File: src/design/scan_pkg.sv
// Shared constants and types for the boundary-scan test port and its tester.
package scan_pkg;
	// System clock and the link clock made by the tester.
	localparam int CLK_PERIOD_NS = 40;
	localparam int TCK_PERIOD_NS = 320;
	localparam int TCK_HALF_CYC  = TCK_PERIOD_NS / (2 * CLK_PERIOD_NS);

	// Chain geometry: one state cell and one direction cell per pin.
	localparam int NUM_PINS     = 100;
	localparam int CHAIN_LEN    = 200;
	localparam int CELL_STATE   = 0;
	localparam int CELL_DIR     = 1;
	localparam int CELLS_PER_PIN = 2;

	// Pin slots at the TDO end of the chain; cell = 2 * slot.
	localparam int PIN_DATA_LINE_31 = 0, PIN_ADDRESS_LINE_12 = 1;
	localparam int PIN_ADDRESS_LINE_17 = 6, PIN_CLOCK_OUTPUT = 7;
	localparam int PIN_ADDRESS_LINE_18 = 8, PIN_ADDRESS_LINE_19 = 9;
	localparam int PIN_RESET_OUTPUT = 10, PIN_ADDRESS_LINE_20 = 11;
	localparam int PIN_RESET_INPUT = 12, PIN_ADDRESS_LINE_21 = 13;
	localparam int PIN_ADDRESS_LINE_22 = 14, PIN_TRANSFER_ERROR_ACK = 15;
	localparam int PIN_BYTE_ENABLE_0 = 16;

	// Instruction codes and capture values.
	localparam int         IR_W          = 4;
	localparam logic [3:0] IR_EXTEST     = 4'h0;
	localparam logic [3:0] IR_IDENT      = 4'h1;
	localparam logic [3:0] IR_SAMPLE     = 4'h2;
	localparam logic [3:0] IR_HIGHZ      = 4'h9;
	localparam logic [3:0] IR_CLAMP      = 4'hC;
	localparam logic [3:0] IR_BYPASS     = 4'hF;
	localparam logic [3:0] IR_RESET_VAL  = IR_IDENT;
	localparam logic [3:0] IR_CAPTURE    = 4'h1;
	localparam logic       BYPASS_CAPTURE = 1'b0;

	// Compliance straps held by the tester.
	localparam logic TEST_SELECT_LEVEL     = 1'b0;
	localparam logic COMPLIANCE_HOLD_LEVEL = 1'b1;

	// Tester word: {ir, last, bit}, and its mode-select sequences, LSB first.
	localparam int         WORD_W        = 3;
	localparam int         WORD_BIT      = 0;
	localparam int         WORD_LAST     = 1;
	localparam int         WORD_IR       = 2;
	localparam int         FIFO_DEPTH    = 16;
	localparam logic [5:0] SEQ_RESET     = 6'h1F;
	localparam logic [2:0] SEQ_RESET_LEN = 3'h6;
	localparam logic [5:0] SEQ_DR_HEAD   = 6'h01;
	localparam logic [2:0] SEQ_DR_LEN    = 3'h3;
	localparam logic [5:0] SEQ_IR_HEAD   = 6'h03;
	localparam logic [2:0] SEQ_IR_LEN    = 3'h4;
	localparam logic [5:0] SEQ_TAIL      = 6'h01;
	localparam logic [2:0] SEQ_TAIL_LEN  = 3'h2;

	// Test state machine states.
	typedef enum logic [15:0] {
		TAP_RESET  = 16'h0001, TAP_IDLE   = 16'h0002,
		TAP_SEL_DR = 16'h0004, TAP_CAP_DR = 16'h0008,
		TAP_SH_DR  = 16'h0010, TAP_EX1_DR = 16'h0020,
		TAP_PAU_DR = 16'h0040, TAP_EX2_DR = 16'h0080,
		TAP_UPD_DR = 16'h0100, TAP_SEL_IR = 16'h0200,
		TAP_CAP_IR = 16'h0400, TAP_SH_IR  = 16'h0800,
		TAP_EX1_IR = 16'h1000, TAP_PAU_IR = 16'h2000,
		TAP_EX2_IR = 16'h4000, TAP_UPD_IR = 16'h8000
	} tap_t;
endpackage

File: src/design/scan_link_if.sv
// Test port link between the scanned device and the board tester.
`timescale 1ns/100ps
interface scan_link_if;
	logic test_port_clock;
	logic test_mode_sel;
	logic test_data_in;
	logic test_reset_n;
	logic test_data_out;
	logic test_data_out_oe_n;
	logic test_data_out_wire;
	logic test_select_pin;
	logic compliance_hold_pin;

	// The output line idles high through its pull-up when not driven.
	assign test_data_out_wire = test_data_out_oe_n ? 1'b1 : test_data_out;

	modport dev (
		input  test_port_clock, test_mode_sel, test_data_in, test_reset_n,
		input  test_select_pin, compliance_hold_pin,
		output test_data_out, test_data_out_oe_n
	);
	modport host (
		output test_port_clock, test_mode_sel, test_data_in, test_reset_n,
		output test_select_pin, compliance_hold_pin,
		input  test_data_out_wire
	);
endinterface

File: src/design/scan_port_dev.sv
// Device end: bypass stage and boundary-scan chain behind the test port.
//
// Notes on behaviour
// - Bypass routes data through one stage.
// - Extest or sample selects the boundary chain.
// - Chain captures inputs, drives outputs and enables.
// - Chain holds exactly 200 cells.
// - Test clock may stop; no state lost.
// - Tester coordinates both clocks for mixed operation.
// - Low-power stop only in test-logic-reset.
// - Test clock never gated during stop.
// - Power-on reset forces test-logic-reset.
// - Test-logic-reset leaves functional logic untouched.
// - Tester holds select at 0, hold at 1.
// - Chain omits test, analog, supply, clock input pins.
// - Cell 0 sits next to the output.
// - State cell then direction cell, per pin.
// - State cells are non-inverting.
// - Direction 1 reads pin, 0 drives pin.
// - Cells 0 to 33 map the listed pins.
// - Tester never drives into driven nets.
// - Bypass captures 0 in capture-DR.
// - Sample captures pin and core values.
// - Update on falling edge; drive under extest/clamp.
// - Code 1111 selects bypass.
`timescale 1ns/100ps
module scan_port_dev #(
	parameter int NUM_PINS = scan_pkg::NUM_PINS
) (
	// Clock, reset and freeze
	input  wire logic                clk_sys,
	input  wire logic                rst,
	input  wire logic                clk_en,
	// Test port link
	scan_link_if.dev                 link,
	// Pad side
	input  wire logic [NUM_PINS-1:0] pin_level,
	output var  logic [NUM_PINS-1:0] pin_drive,
	output var  logic [NUM_PINS-1:0] pin_drive_oe_n,
	// Core side
	input  wire logic [NUM_PINS-1:0] core_out,
	input  wire logic [NUM_PINS-1:0] core_oe_n,
	input  wire logic                stop_req,
	output var  logic                core_reset,
	output var  logic                low_power_stop,
	output var  logic                scan_compliant,
	output var  scan_pkg::tap_t      tap_state
);
	import scan_pkg::*;

	localparam int CL = CELLS_PER_PIN * NUM_PINS;

	typedef struct packed {
		logic                tck_m, tck_s, tck_d;
		logic                tms_m, tms_s;
		logic                tdi_m, tdi_s;
		logic                rstn_m, rstn_s;
		logic                sel_m, sel_s, hold_m, hold_s;
		logic [NUM_PINS-1:0] pin_m, pin_s;
		tap_t                tap;
		logic [IR_W-1:0]     ir_sh, ir;
		logic                byp;
		logic [CL-1:0]       chain, upd;
		logic                tdo, tdo_oe_n;
		logic [NUM_PINS-1:0] drv, drv_oe_n;
		logic                core_rst, stop, compliant;
	} dev_state_t;

	dev_state_t          s_ff;
	dev_state_t          nxt_s;
	logic                rise, fall, in_tlr;
	logic                ext, samp, bsr_sel, hiz, clamp, drive_bsr;
	logic [CL-1:0]       cap;
	logic [NUM_PINS-1:0] drv_w, drv_oe_n_w;

	// Standard next-state function of the test state machine.
	function automatic tap_t tap_next(input tap_t st, input logic m);
		tap_next = TAP_RESET;
		unique case (st)
			TAP_RESET:  tap_next = m ? TAP_RESET  : TAP_IDLE;
			TAP_IDLE:   tap_next = m ? TAP_SEL_DR : TAP_IDLE;
			TAP_SEL_DR: tap_next = m ? TAP_SEL_IR : TAP_CAP_DR;
			TAP_CAP_DR: tap_next = m ? TAP_EX1_DR : TAP_SH_DR;
			TAP_SH_DR:  tap_next = m ? TAP_EX1_DR : TAP_SH_DR;
			TAP_EX1_DR: tap_next = m ? TAP_UPD_DR : TAP_PAU_DR;
			TAP_PAU_DR: tap_next = m ? TAP_EX2_DR : TAP_PAU_DR;
			TAP_EX2_DR: tap_next = m ? TAP_UPD_DR : TAP_SH_DR;
			TAP_UPD_DR: tap_next = m ? TAP_SEL_DR : TAP_IDLE;
			TAP_SEL_IR: tap_next = m ? TAP_RESET  : TAP_CAP_IR;
			TAP_CAP_IR: tap_next = m ? TAP_EX1_IR : TAP_SH_IR;
			TAP_SH_IR:  tap_next = m ? TAP_EX1_IR : TAP_SH_IR;
			TAP_EX1_IR: tap_next = m ? TAP_UPD_IR : TAP_PAU_IR;
			TAP_PAU_IR: tap_next = m ? TAP_EX2_IR : TAP_PAU_IR;
			TAP_EX2_IR: tap_next = m ? TAP_UPD_IR : TAP_SH_IR;
			TAP_UPD_IR: tap_next = m ? TAP_SEL_DR : TAP_IDLE;
		endcase
	endfunction

	// Link clock edges come from the synchronised copy only; the clock is
	// never gated, so edges keep arriving during stop.
	assign rise   = s_ff.tck_s & ~s_ff.tck_d;
	assign fall   = ~s_ff.tck_s & s_ff.tck_d;
	assign in_tlr = (s_ff.tap == TAP_RESET);

	// Instruction decode; nothing is selected while in test-logic-reset.
	assign ext       = (s_ff.ir == IR_EXTEST) & ~in_tlr;
	assign samp      = (s_ff.ir == IR_SAMPLE) & ~in_tlr;
	assign hiz       = (s_ff.ir == IR_HIGHZ) & ~in_tlr;
	assign clamp     = (s_ff.ir == IR_CLAMP) & ~in_tlr;
	assign bsr_sel   = ext | samp;
	assign drive_bsr = ext | clamp;

	// Per-pin cells: even cell is the pin's state, odd cell its direction.
	// Only scanned signal pins are listed; test, supply and clock input pins
	// never appear here.
	for (genvar k = 0; k < NUM_PINS; k++) begin : g_pin
		// Outputs are sampled ahead of the pad except under extest; inputs at the pad.
		assign cap[CELLS_PER_PIN*k+CELL_STATE] = (ext | core_oe_n[k]) ?
			s_ff.pin_s[k] : core_out[k];
		assign cap[CELLS_PER_PIN*k+CELL_DIR] = core_oe_n[k];
		// A state cell of 1 drives high; a direction cell of 0 drives.
		assign drv_w[k] = drive_bsr ?
			s_ff.upd[CELLS_PER_PIN*k+CELL_STATE] : core_out[k];
		assign drv_oe_n_w[k] = hiz ? 1'b1 : drive_bsr ?
			s_ff.upd[CELLS_PER_PIN*k+CELL_DIR] : core_oe_n[k];
	end

	// Next state: synchronisers, test state machine, shift stages, pads.
	always_comb begin
		nxt_s = s_ff;
		nxt_s.tck_m  = link.test_port_clock;
		nxt_s.tck_s  = s_ff.tck_m;
		nxt_s.tck_d  = s_ff.tck_s;
		nxt_s.tms_m  = link.test_mode_sel;
		nxt_s.tms_s  = s_ff.tms_m;
		nxt_s.tdi_m  = link.test_data_in;
		nxt_s.tdi_s  = s_ff.tdi_m;
		nxt_s.rstn_m = link.test_reset_n;
		nxt_s.rstn_s = s_ff.rstn_m;
		nxt_s.sel_m  = link.test_select_pin;
		nxt_s.sel_s  = s_ff.sel_m;
		nxt_s.hold_m = link.compliance_hold_pin;
		nxt_s.hold_s = s_ff.hold_m;
		nxt_s.pin_m  = pin_level;
		nxt_s.pin_s  = s_ff.pin_m;
		if (rise) begin
			if (s_ff.tap == TAP_CAP_DR) begin
				nxt_s.byp = BYPASS_CAPTURE;
				if (bsr_sel) begin
					nxt_s.chain = cap;
				end
			end
			if (s_ff.tap == TAP_SH_DR) begin
				nxt_s.byp = s_ff.tdi_s;
				if (bsr_sel) begin
					nxt_s.chain = {s_ff.tdi_s, s_ff.chain[CL-1:1]};
				end
			end
			if (s_ff.tap == TAP_CAP_IR) begin
				nxt_s.ir_sh = IR_CAPTURE;
			end
			if (s_ff.tap == TAP_SH_IR) begin
				nxt_s.ir_sh = {s_ff.tdi_s, s_ff.ir_sh[IR_W-1:1]};
			end
			nxt_s.tap = tap_next(s_ff.tap, s_ff.tms_s);
		end
		if (fall) begin
			// Cell 0 is nearest the output and leaves first.
			nxt_s.tdo_oe_n = 1'b1;
			if (s_ff.tap == TAP_SH_DR) begin
				nxt_s.tdo      = bsr_sel ? s_ff.chain[0] : s_ff.byp;
				nxt_s.tdo_oe_n = 1'b0;
			end else if (s_ff.tap == TAP_SH_IR) begin
				nxt_s.tdo      = s_ff.ir_sh[0];
				nxt_s.tdo_oe_n = 1'b0;
			end
			if (s_ff.tap == TAP_UPD_IR) begin
				nxt_s.ir = s_ff.ir_sh;
			end
			if (s_ff.tap == TAP_UPD_DR && bsr_sel) begin
				nxt_s.upd = s_ff.chain;
			end
		end
		// The test reset pin overrides any edge seen in the same cycle.
		if (!s_ff.rstn_s) begin
			nxt_s.tap = TAP_RESET;
		end
		if (in_tlr) begin
			nxt_s.ir = IR_RESET_VAL;
		end
		nxt_s.drv       = drv_w;
		nxt_s.drv_oe_n  = drv_oe_n_w;
		nxt_s.core_rst  = hiz | clamp;
		nxt_s.stop      = stop_req & in_tlr;
		nxt_s.compliant = (s_ff.sel_s == TEST_SELECT_LEVEL) &
			(s_ff.hold_s == COMPLIANCE_HOLD_LEVEL);
	end

	// State register; clk_en low freezes everything, and a frozen or
	// stopped link clock simply produces no edges.
	always_ff @(posedge clk_sys) begin
		if (rst) begin
			s_ff          <= '0;
			s_ff.tap      <= TAP_RESET;
			s_ff.ir       <= IR_RESET_VAL;
			s_ff.tdo_oe_n <= 1'b1;
			s_ff.drv_oe_n <= '1;
			// The test reset pin idles high; a low synchroniser would
			// look like a spurious test reset just after release.
			s_ff.rstn_m   <= 1'b1;
			s_ff.rstn_s   <= 1'b1;
		end else if (clk_en) begin
			s_ff <= nxt_s;
		end
	end

	// Outputs straight from the state register.
	assign link.test_data_out      = s_ff.tdo;
	assign link.test_data_out_oe_n = s_ff.tdo_oe_n;
	assign pin_drive               = s_ff.drv;
	assign pin_drive_oe_n          = s_ff.drv_oe_n;
	assign core_reset              = s_ff.core_rst;
	assign low_power_stop          = s_ff.stop;
	assign scan_compliant          = s_ff.compliant;
	assign tap_state               = s_ff.tap;
endmodule

File: src/flat_wrapper.sv
// flat-port wrapper written by rule: the top's interface ports become plain ports
module scan_port_dev_flat import scan_pkg::*;
#(
	parameter int NUM_PINS = scan_pkg::NUM_PINS
)
  (clk_sys, rst, clk_en, pin_level, pin_drive, pin_drive_oe_n, core_out, core_oe_n, stop_req, core_reset, low_power_stop, scan_compliant, tap_state, link_test_port_clock, link_test_mode_sel, link_test_data_in, link_test_reset_n, link_test_select_pin, link_compliance_hold_pin, link_test_data_out, link_test_data_out_oe_n);
  scan_link_if link_i ();
  input  wire logic clk_sys;
  input  wire logic rst;
  input  wire logic clk_en;
  input  wire logic [NUM_PINS-1:0] pin_level;
  output var  logic [NUM_PINS-1:0] pin_drive;
  output var  logic [NUM_PINS-1:0] pin_drive_oe_n;
  input  wire logic [NUM_PINS-1:0] core_out;
  input  wire logic [NUM_PINS-1:0] core_oe_n;
  input  wire logic stop_req;
  output var  logic core_reset;
  output var  logic low_power_stop;
  output var  logic scan_compliant;
  output var  scan_pkg::tap_t tap_state;
  input wire logic [$bits(link_i.test_port_clock)-1:0] link_test_port_clock;
  input wire logic [$bits(link_i.test_mode_sel)-1:0] link_test_mode_sel;
  input wire logic [$bits(link_i.test_data_in)-1:0] link_test_data_in;
  input wire logic [$bits(link_i.test_reset_n)-1:0] link_test_reset_n;
  input wire logic [$bits(link_i.test_select_pin)-1:0] link_test_select_pin;
  input wire logic [$bits(link_i.compliance_hold_pin)-1:0] link_compliance_hold_pin;
  output wire logic [$bits(link_i.test_data_out)-1:0] link_test_data_out;
  output wire logic [$bits(link_i.test_data_out_oe_n)-1:0] link_test_data_out_oe_n;
  assign link_i.test_port_clock = link_test_port_clock;
  assign link_i.test_mode_sel = link_test_mode_sel;
  assign link_i.test_data_in = link_test_data_in;
  assign link_i.test_reset_n = link_test_reset_n;
  assign link_i.test_select_pin = link_test_select_pin;
  assign link_i.compliance_hold_pin = link_compliance_hold_pin;
  assign link_test_data_out = link_i.test_data_out;
  assign link_test_data_out_oe_n = link_i.test_data_out_oe_n;
  scan_port_dev #(.NUM_PINS(NUM_PINS)) u_core (.clk_sys(clk_sys), .rst(rst), .clk_en(clk_en), .link(link_i), .pin_level(pin_level), .pin_drive(pin_drive), .pin_drive_oe_n(pin_drive_oe_n), .core_out(core_out), .core_oe_n(core_oe_n), .stop_req(stop_req), .core_reset(core_reset), .low_power_stop(low_power_stop), .scan_compliant(scan_compliant), .tap_state(tap_state));
endmodule
File: config.mk
export PLATFORM = sky130hd
export DESIGN_NAME = scan_port_dev_flat
export DESIGN_NICKNAME = d
export VERILOG_FILES = /design/src/design/scan_pkg.sv /design/src/design/scan_link_if.sv /design/src/design/scan_port_dev.sv /design/src/flat_wrapper.sv
export SDC_FILE = /design/constraint.sdc
export NUM_CORES = 2
export LEC_CHECK = 0
export BUFFER_PORTS_ARGS = -buffer_cell sky130_fd_sc_hd__buf_2
export CAP_MARGIN = 20
export CORE_MARGIN = 3
export CORE_UTILIZATION = 40
export CTS_CLUSTER_DIAMETER = 60
export DETAILED_ROUTE_END_ITERATION = 12
export PLACE_DENSITY_LB_ADDON = 0.12
export SYNTH_ARGS = -nofsm -noshare
export SYNTH_HDL_FRONTEND = slang
export SYNTH_SLANG_ARGS = --single-unit
File: constraint.sdc
create_clock -name clk_sys -period 3.2 [get_ports clk_sys]
set_input_delay 0 -clock clk_sys [delete_from_list [all_inputs] [get_ports clk_sys]]
set_output_delay 0 -clock clk_sys [all_outputs]
set_load 0.05 [all_outputs]
Word-level counts from Yosys, hierarchy flattened
Cells that the tools add are included.
Storage, ports and cells
  output and inout bits: 221
  word-level logic and storage cells: 608
  register bits after elaboration: 843
  input port bits: 310
Cells by class
  muxes and demuxes: 427
  reductions and logical operators: 18
  bitwise logic cells: 115
  equality and inequality tests: 20
Operator list (number)
  two-way mux 201 bit: 2
  two-way mux 1 bit: 401
  two-way mux 200 bit: 2
  one-hot mux 16 bit (12 select lines): 1
  OR 1 bit: 103
  two-way mux 16 bit: 3
  two-way mux 20 bit: 1
  two-way mux 4 bit: 5
  two-way mux 9 bit: 2
  equality test 16 x 1 -> 1 bit, second input constant: 1
  equality test 16 x 10 -> 1 bit, second input constant: 1
  equality test 16 x 11 -> 1 bit, second input constant: 1
  equality test 16 x 12 -> 1 bit, second input constant: 1
  equality test 16 x 13 -> 1 bit, second input constant: 1
  equality test 16 x 14 -> 1 bit, second input constant: 1
  equality test 16 x 15 -> 1 bit, second input constant: 1
  equality test 16 bit, second input constant: 1
  equality test 16 x 2 -> 1 bit, second input constant: 1
  equality test 16 x 3 -> 1 bit, second input constant: 1
  equality test 16 x 4 -> 1 bit, second input constant: 1
  equality test 16 x 5 -> 1 bit, second input constant: 1
  equality test 16 x 6 -> 1 bit, second input constant: 1
  equality test 16 x 7 -> 1 bit, second input constant: 1
  equality test 16 x 8 -> 1 bit, second input constant: 1
  21 further kinds: 45

Logic depth before layout (Yosys ltp)
  depth in word-level cells: 9
  depth in mapped cells: 10
  gate-level depth less buffers: 6

Worst setup path before layout
No wires, ideal clock.
  kind: flip-flop to flip-flop
  from: register u_core.s_ff (netlist bit u_core.tap_state[4])
  to: register u_core.s_ff[405] (netlist bit)
  cell stages (with the launch flop): 10
  clock period less this slack: 2.324 ns
  slack: 0.876 ns
  arrival time: 2.191 ns
  data required time: 3.067 ns
  buffers on the path: 3
  path through: dfxtp_1 clkbuf_1 nor4_4 nand4_1 buf_2 buf_2 a21oi_1 mux2_1 a221oi_1 nor4_1
Between the ends
  longest elaborated chain between the ends: 9
Ends and longest elaborated chain
  start: declaration: line scan_port_dev.sv:69  | dev_state_t s_ff;
  start signal: assignment: line scan_port_dev.sv:213  | s_ff <= nxt_s;
  equality test 16 x 1 -> 1 bit: line scan_port_dev.sv:103  | assign in_tlr = (s_ff.tap == TAP_RESET);
  inverter 1 bit: line scan_port_dev.sv:106, scan_port_dev.sv:107
  bitwise AND 1 bit: line scan_port_dev.sv:106  | assign ext = (s_ff.ir == IR_EXTEST) & ~in_tlr;
  OR 1 bit: line scan_port_dev.sv:118  | assign cap[CELLS_PER_PIN*k+CELL_STATE] = (ext | core_oe_n[k]) ?
  two-way mux 1 bit: line scan_port_dev.sv:118
  two-way mux 200 bit: line scan_port_dev.sv:149  | if (bsr_sel) begin
  two-way mux 201 bit: line scan_port_dev.sv:147  | if (s_ff.tap == TAP_CAP_DR) begin
  two-way mux 200 bit: line scan_port_dev.sv:155  | if (bsr_sel) begin
  two-way mux 201 bit (*): line scan_port_dev.sv:153  | if (s_ff.tap == TAP_SH_DR) begin
Mark *: on every way between the ends. The rest lies on a longest branch, timed or not. The select of a mux whose other input is x is not followed.
A chain may end at the register's enable or synchronous reset.

Final worst setup path
  from: register u_core.s_ff (netlist bit u_core.tap_state[14])
  to: register u_core.s_ff (netlist bit u_core.pin_drive[13])
Between the ends
  longest elaborated chain between the ends: 5
Ends and longest elaborated chain
  equality test 16 x 1 -> 1 bit (*): line scan_port_dev.sv:103
  inverter 1 bit (*): line scan_port_dev.sv:106, scan_port_dev.sv:109
  bitwise AND 1 bit, on equally long branches: line scan_port_dev.sv:106, scan_port_dev.sv:109
  OR 1 bit (*): line scan_port_dev.sv:111  | assign drive_bsr = ext | clamp;
  two-way mux 1 bit (*): line scan_port_dev.sv:122  | assign drv_w[k] = drive_bsr ?
Mark *: on every way between the ends. The rest lies on a longest branch, timed or not.

==> impl_results.md <==
- Max_slew headroom: 19.67%
- Worst Path Arrival: approximately 3600 ps
- Power Density: between 500 and 600 nW/um^2
- Synth top area cells: dfxtp_1 (46%), nand2_1 (8.4%), nor2_1 (6.6%)
- Commonest non-fill, non-tap cell in the layout: dfxtp_1
- Vias in the first global route: 31810
- Placed Area: 38500 sq um
- Max Clock Skew: approximately 21 ps
- Sw power: ~6300 uW
- Top-Level Pins: between 500 and 600
- Logic pwr share: under 10%
- Final setup violating endpoints: 0
- Fin crit period: 3051 ps
- DR vias/cell: ~5.4
- Drt drc: 0
- Row count: 110
- Worst skew pair latency: ~650 ps
- Worst slew pin tran: 1205 ps
- Status: finished clean
- Total power: 24780 uW
- Die X: 308.2 microns
- Full die area: about 95000 sq um
- Core area: 90290 sq um
- Yosys reg bits: 843
- Antenna viol nets, final: 0
- Pint: roughly 19000 uW
- Final hold viol count: 0
- GRT Total Usage: about a quarter
- Sequential area share after synthesis: roughly 46%
- Period utilization: 95.35%
- Synth Area per Inst: between 8 and 9 sq um
- WP data required: between 3000 and 4000 ps
- CTS Buf Count: 96
- WS Path Type: register to register
- P&R area growth vs syn: 23.81%
- Syn Nets: 4654
- Hold Path Class: input port to register
- Reg clk slew, reported paths: approximately 60 ps
- Total wire length: ~120000 microns
- Layout cells sized above 1: roughly a fifth
- Setup TNS: 0 ps
- Htree depth: 3
- VDD IR max: 0.3617 mV
- Netlist cell types: 55
- Largest net degree at the start of global routing: 193
- CP max FO: 58
- Fillers: between 8000 and 9000
- Vias: 32500
- Type of origin of the critical path: register
- Placer Congestion: ~0.81
- Max Cap Viol: 0
- Mapped Area: around 37000 sq um
- Die H: around 310 microns
- Initial antenna violation count: 10
- Port bufs: 530
- # clock sinks: about 840
- Root cell of the clock tree: clkbuf_16
- First-pass GRT wire length: around 190000 microns
- Part of the power in registers: about 44%
- DRT iter0 DRCs: 2489
- Max-slew violations: 0
- Maximum clock insertion buffer count: 3
- CP endpoint kind: register
- Post-DP HPWL: 76160 microns
- Share of the synthesized area in the top cell type: between 40% and 50%
- Nets: around 5000
- Sw frac: 25.31%
- Dominant cell type by area after synthesis: dfxtp_1
- Clock power share: roughly 46%
- Yosys synthesis warning count: 0
- Final hold slack: roughly 120 ps
- Grt total ovfl: 0
- Routed len/inst: just over 20 microns
- Post-route cell area: 45230 sq um
- P_leak: 0.01746 uW
- Area occupied by multi-input gates: 16450 sq um
- Pre-antenna DRT Iters: 5
- CTS tree: yes
- Commonest non-fill, non-tap cells in the layout: dfxtp_1 (842), nand2_1 (820), nor2_1 (638)
- Max Freq: 327.8 MHz
- Initial Utilization: a little over 40%
- Post-Syn Instances: approximately 4300
- Sequential Area: 16880 sq um
- Fin util: between 50% and 60%
path summary, 6_finish.rpt:
check / start / endpoint / slack [ps] / cells after the start
worst min-delay path: pin_level[89] / u_core.nxt_s[719] / 120 / 4
worst max register to register: u_core.tap_state[14] / u_core.pin_drive[13] / 150 / 9
worst max-delay path: u_core.tap_state[14] / u_core.pin_drive[13] / 150 / 9
worst min register to register: u_core.s_ff[221] / u_core.s_ff[221] / 450 / 2
per-stage QoR:
stage          worst slack, ps  std cells
3_3_place_gp             465.4       5537
5_1_grt                 -34.02       6061
4_1_cts                  35.55       6052
6_report                 148.9       6062
3_5_place_dp             384.3       5537
2_1_floorplan            875.8       4344
sequential cells by signal, summed over array words and instances (netlist names):
register                        cells
u_core.nxt_s                      107
u_core.link.test_data_out_oe_n      1
u_core.link.test_data_out           1
u_core.low_power_stop               1
u_core.scan_compliant               1
u_core.tap_state                   16
u_core.pin_drive_oe_n             100
u_core.s_ff                       515
u_core.pin_drive                  100
u_core.core_reset                   1
cells in the mapped netlist, drive strengths merged:
library cell  number
nor4             110
nand4b             2
inv                3
o2111ai            1
o21ai             10
or2                3
o22ai            100
nand2b             7
nor3b              2
nor4b              2
xnor2              3
nand3b             7
and2               5
mux2             101
a32oi              4
or4                2
nand3              8
mux2i            210
a221oi           100
a211o              3
nor2             641
clkinv             1
o31a               1
or3                6
a21oi            315
nor2b              3
a22oi             11
clkbuf           231
dfxtp            843
and3               1
or4b               2
and4               1
a21o               1
nor3             213
a22o               1
a31oi            101
nand2            823
buf              355
a311oi           102
nand4              4
xor2               5
metal layers:
metal  track usage, %  share of wire, %
met4            6.674               2.1
met3            5.219               6.3
met1            32.30                44
met2            41.33                47
met5                0             0.036
area by class of cell:
type,instances,area share [%]
well taps,1176,3.253
clock inverters,34,0.9129
repair buffers,947,15.77
flip-flops and latches,843,37.31
inverters,4,0.03320
diodes,7,0.03873
clock buffers,139,6.296
multi-input cells,2912,36.38
critical path, cell delays in order (launching register included):
cell and delay [ps]:
dfxtp_1 400, nor4_4 490, nand4_1 150, buf_4 190, buf_12 190, nand2_8 290, buf_12 260, nand2_1 80
a311oi_1 260, dlygate4sd3_1 580
cells by family (layout without fill, tap and decap cells):
logic type	count (synthesis)	after routing	share of synthesized area, %
DFF	843	843	46.20
AOI/OAI and AO/OA	750	750	13.22
muxes	311	311	8.868
and+or+nand+nor	1842	1843	22.44
other	0	7	0
xor gates and xnor gates	8	8	0.1918
buffers and inverters	590	1124	9.080
power by group through the flow:
stage,Combinational [uW],Clock [uW],Sequential (uW)
finish,2450,11400,11000
global route,2620,12000,11000
CTS,2450,11600,11000
detailed placement,2100,0,11200
global placement,2100,0,11200
floorplan,1620,0,11100
repair_timing:
| item | CTS | global route |
|---|---|---|
| setup buffers | 0 | 2 |
| hold buffers | 342 | 0 |
| endpoints found under the setup margin | 0 | 7 |
| endpoints found under the hold margin | 559 | 0 |
| gates resized for setup | 0 | 2 |
Note: power is estimated with default switching activity, not from simulation.
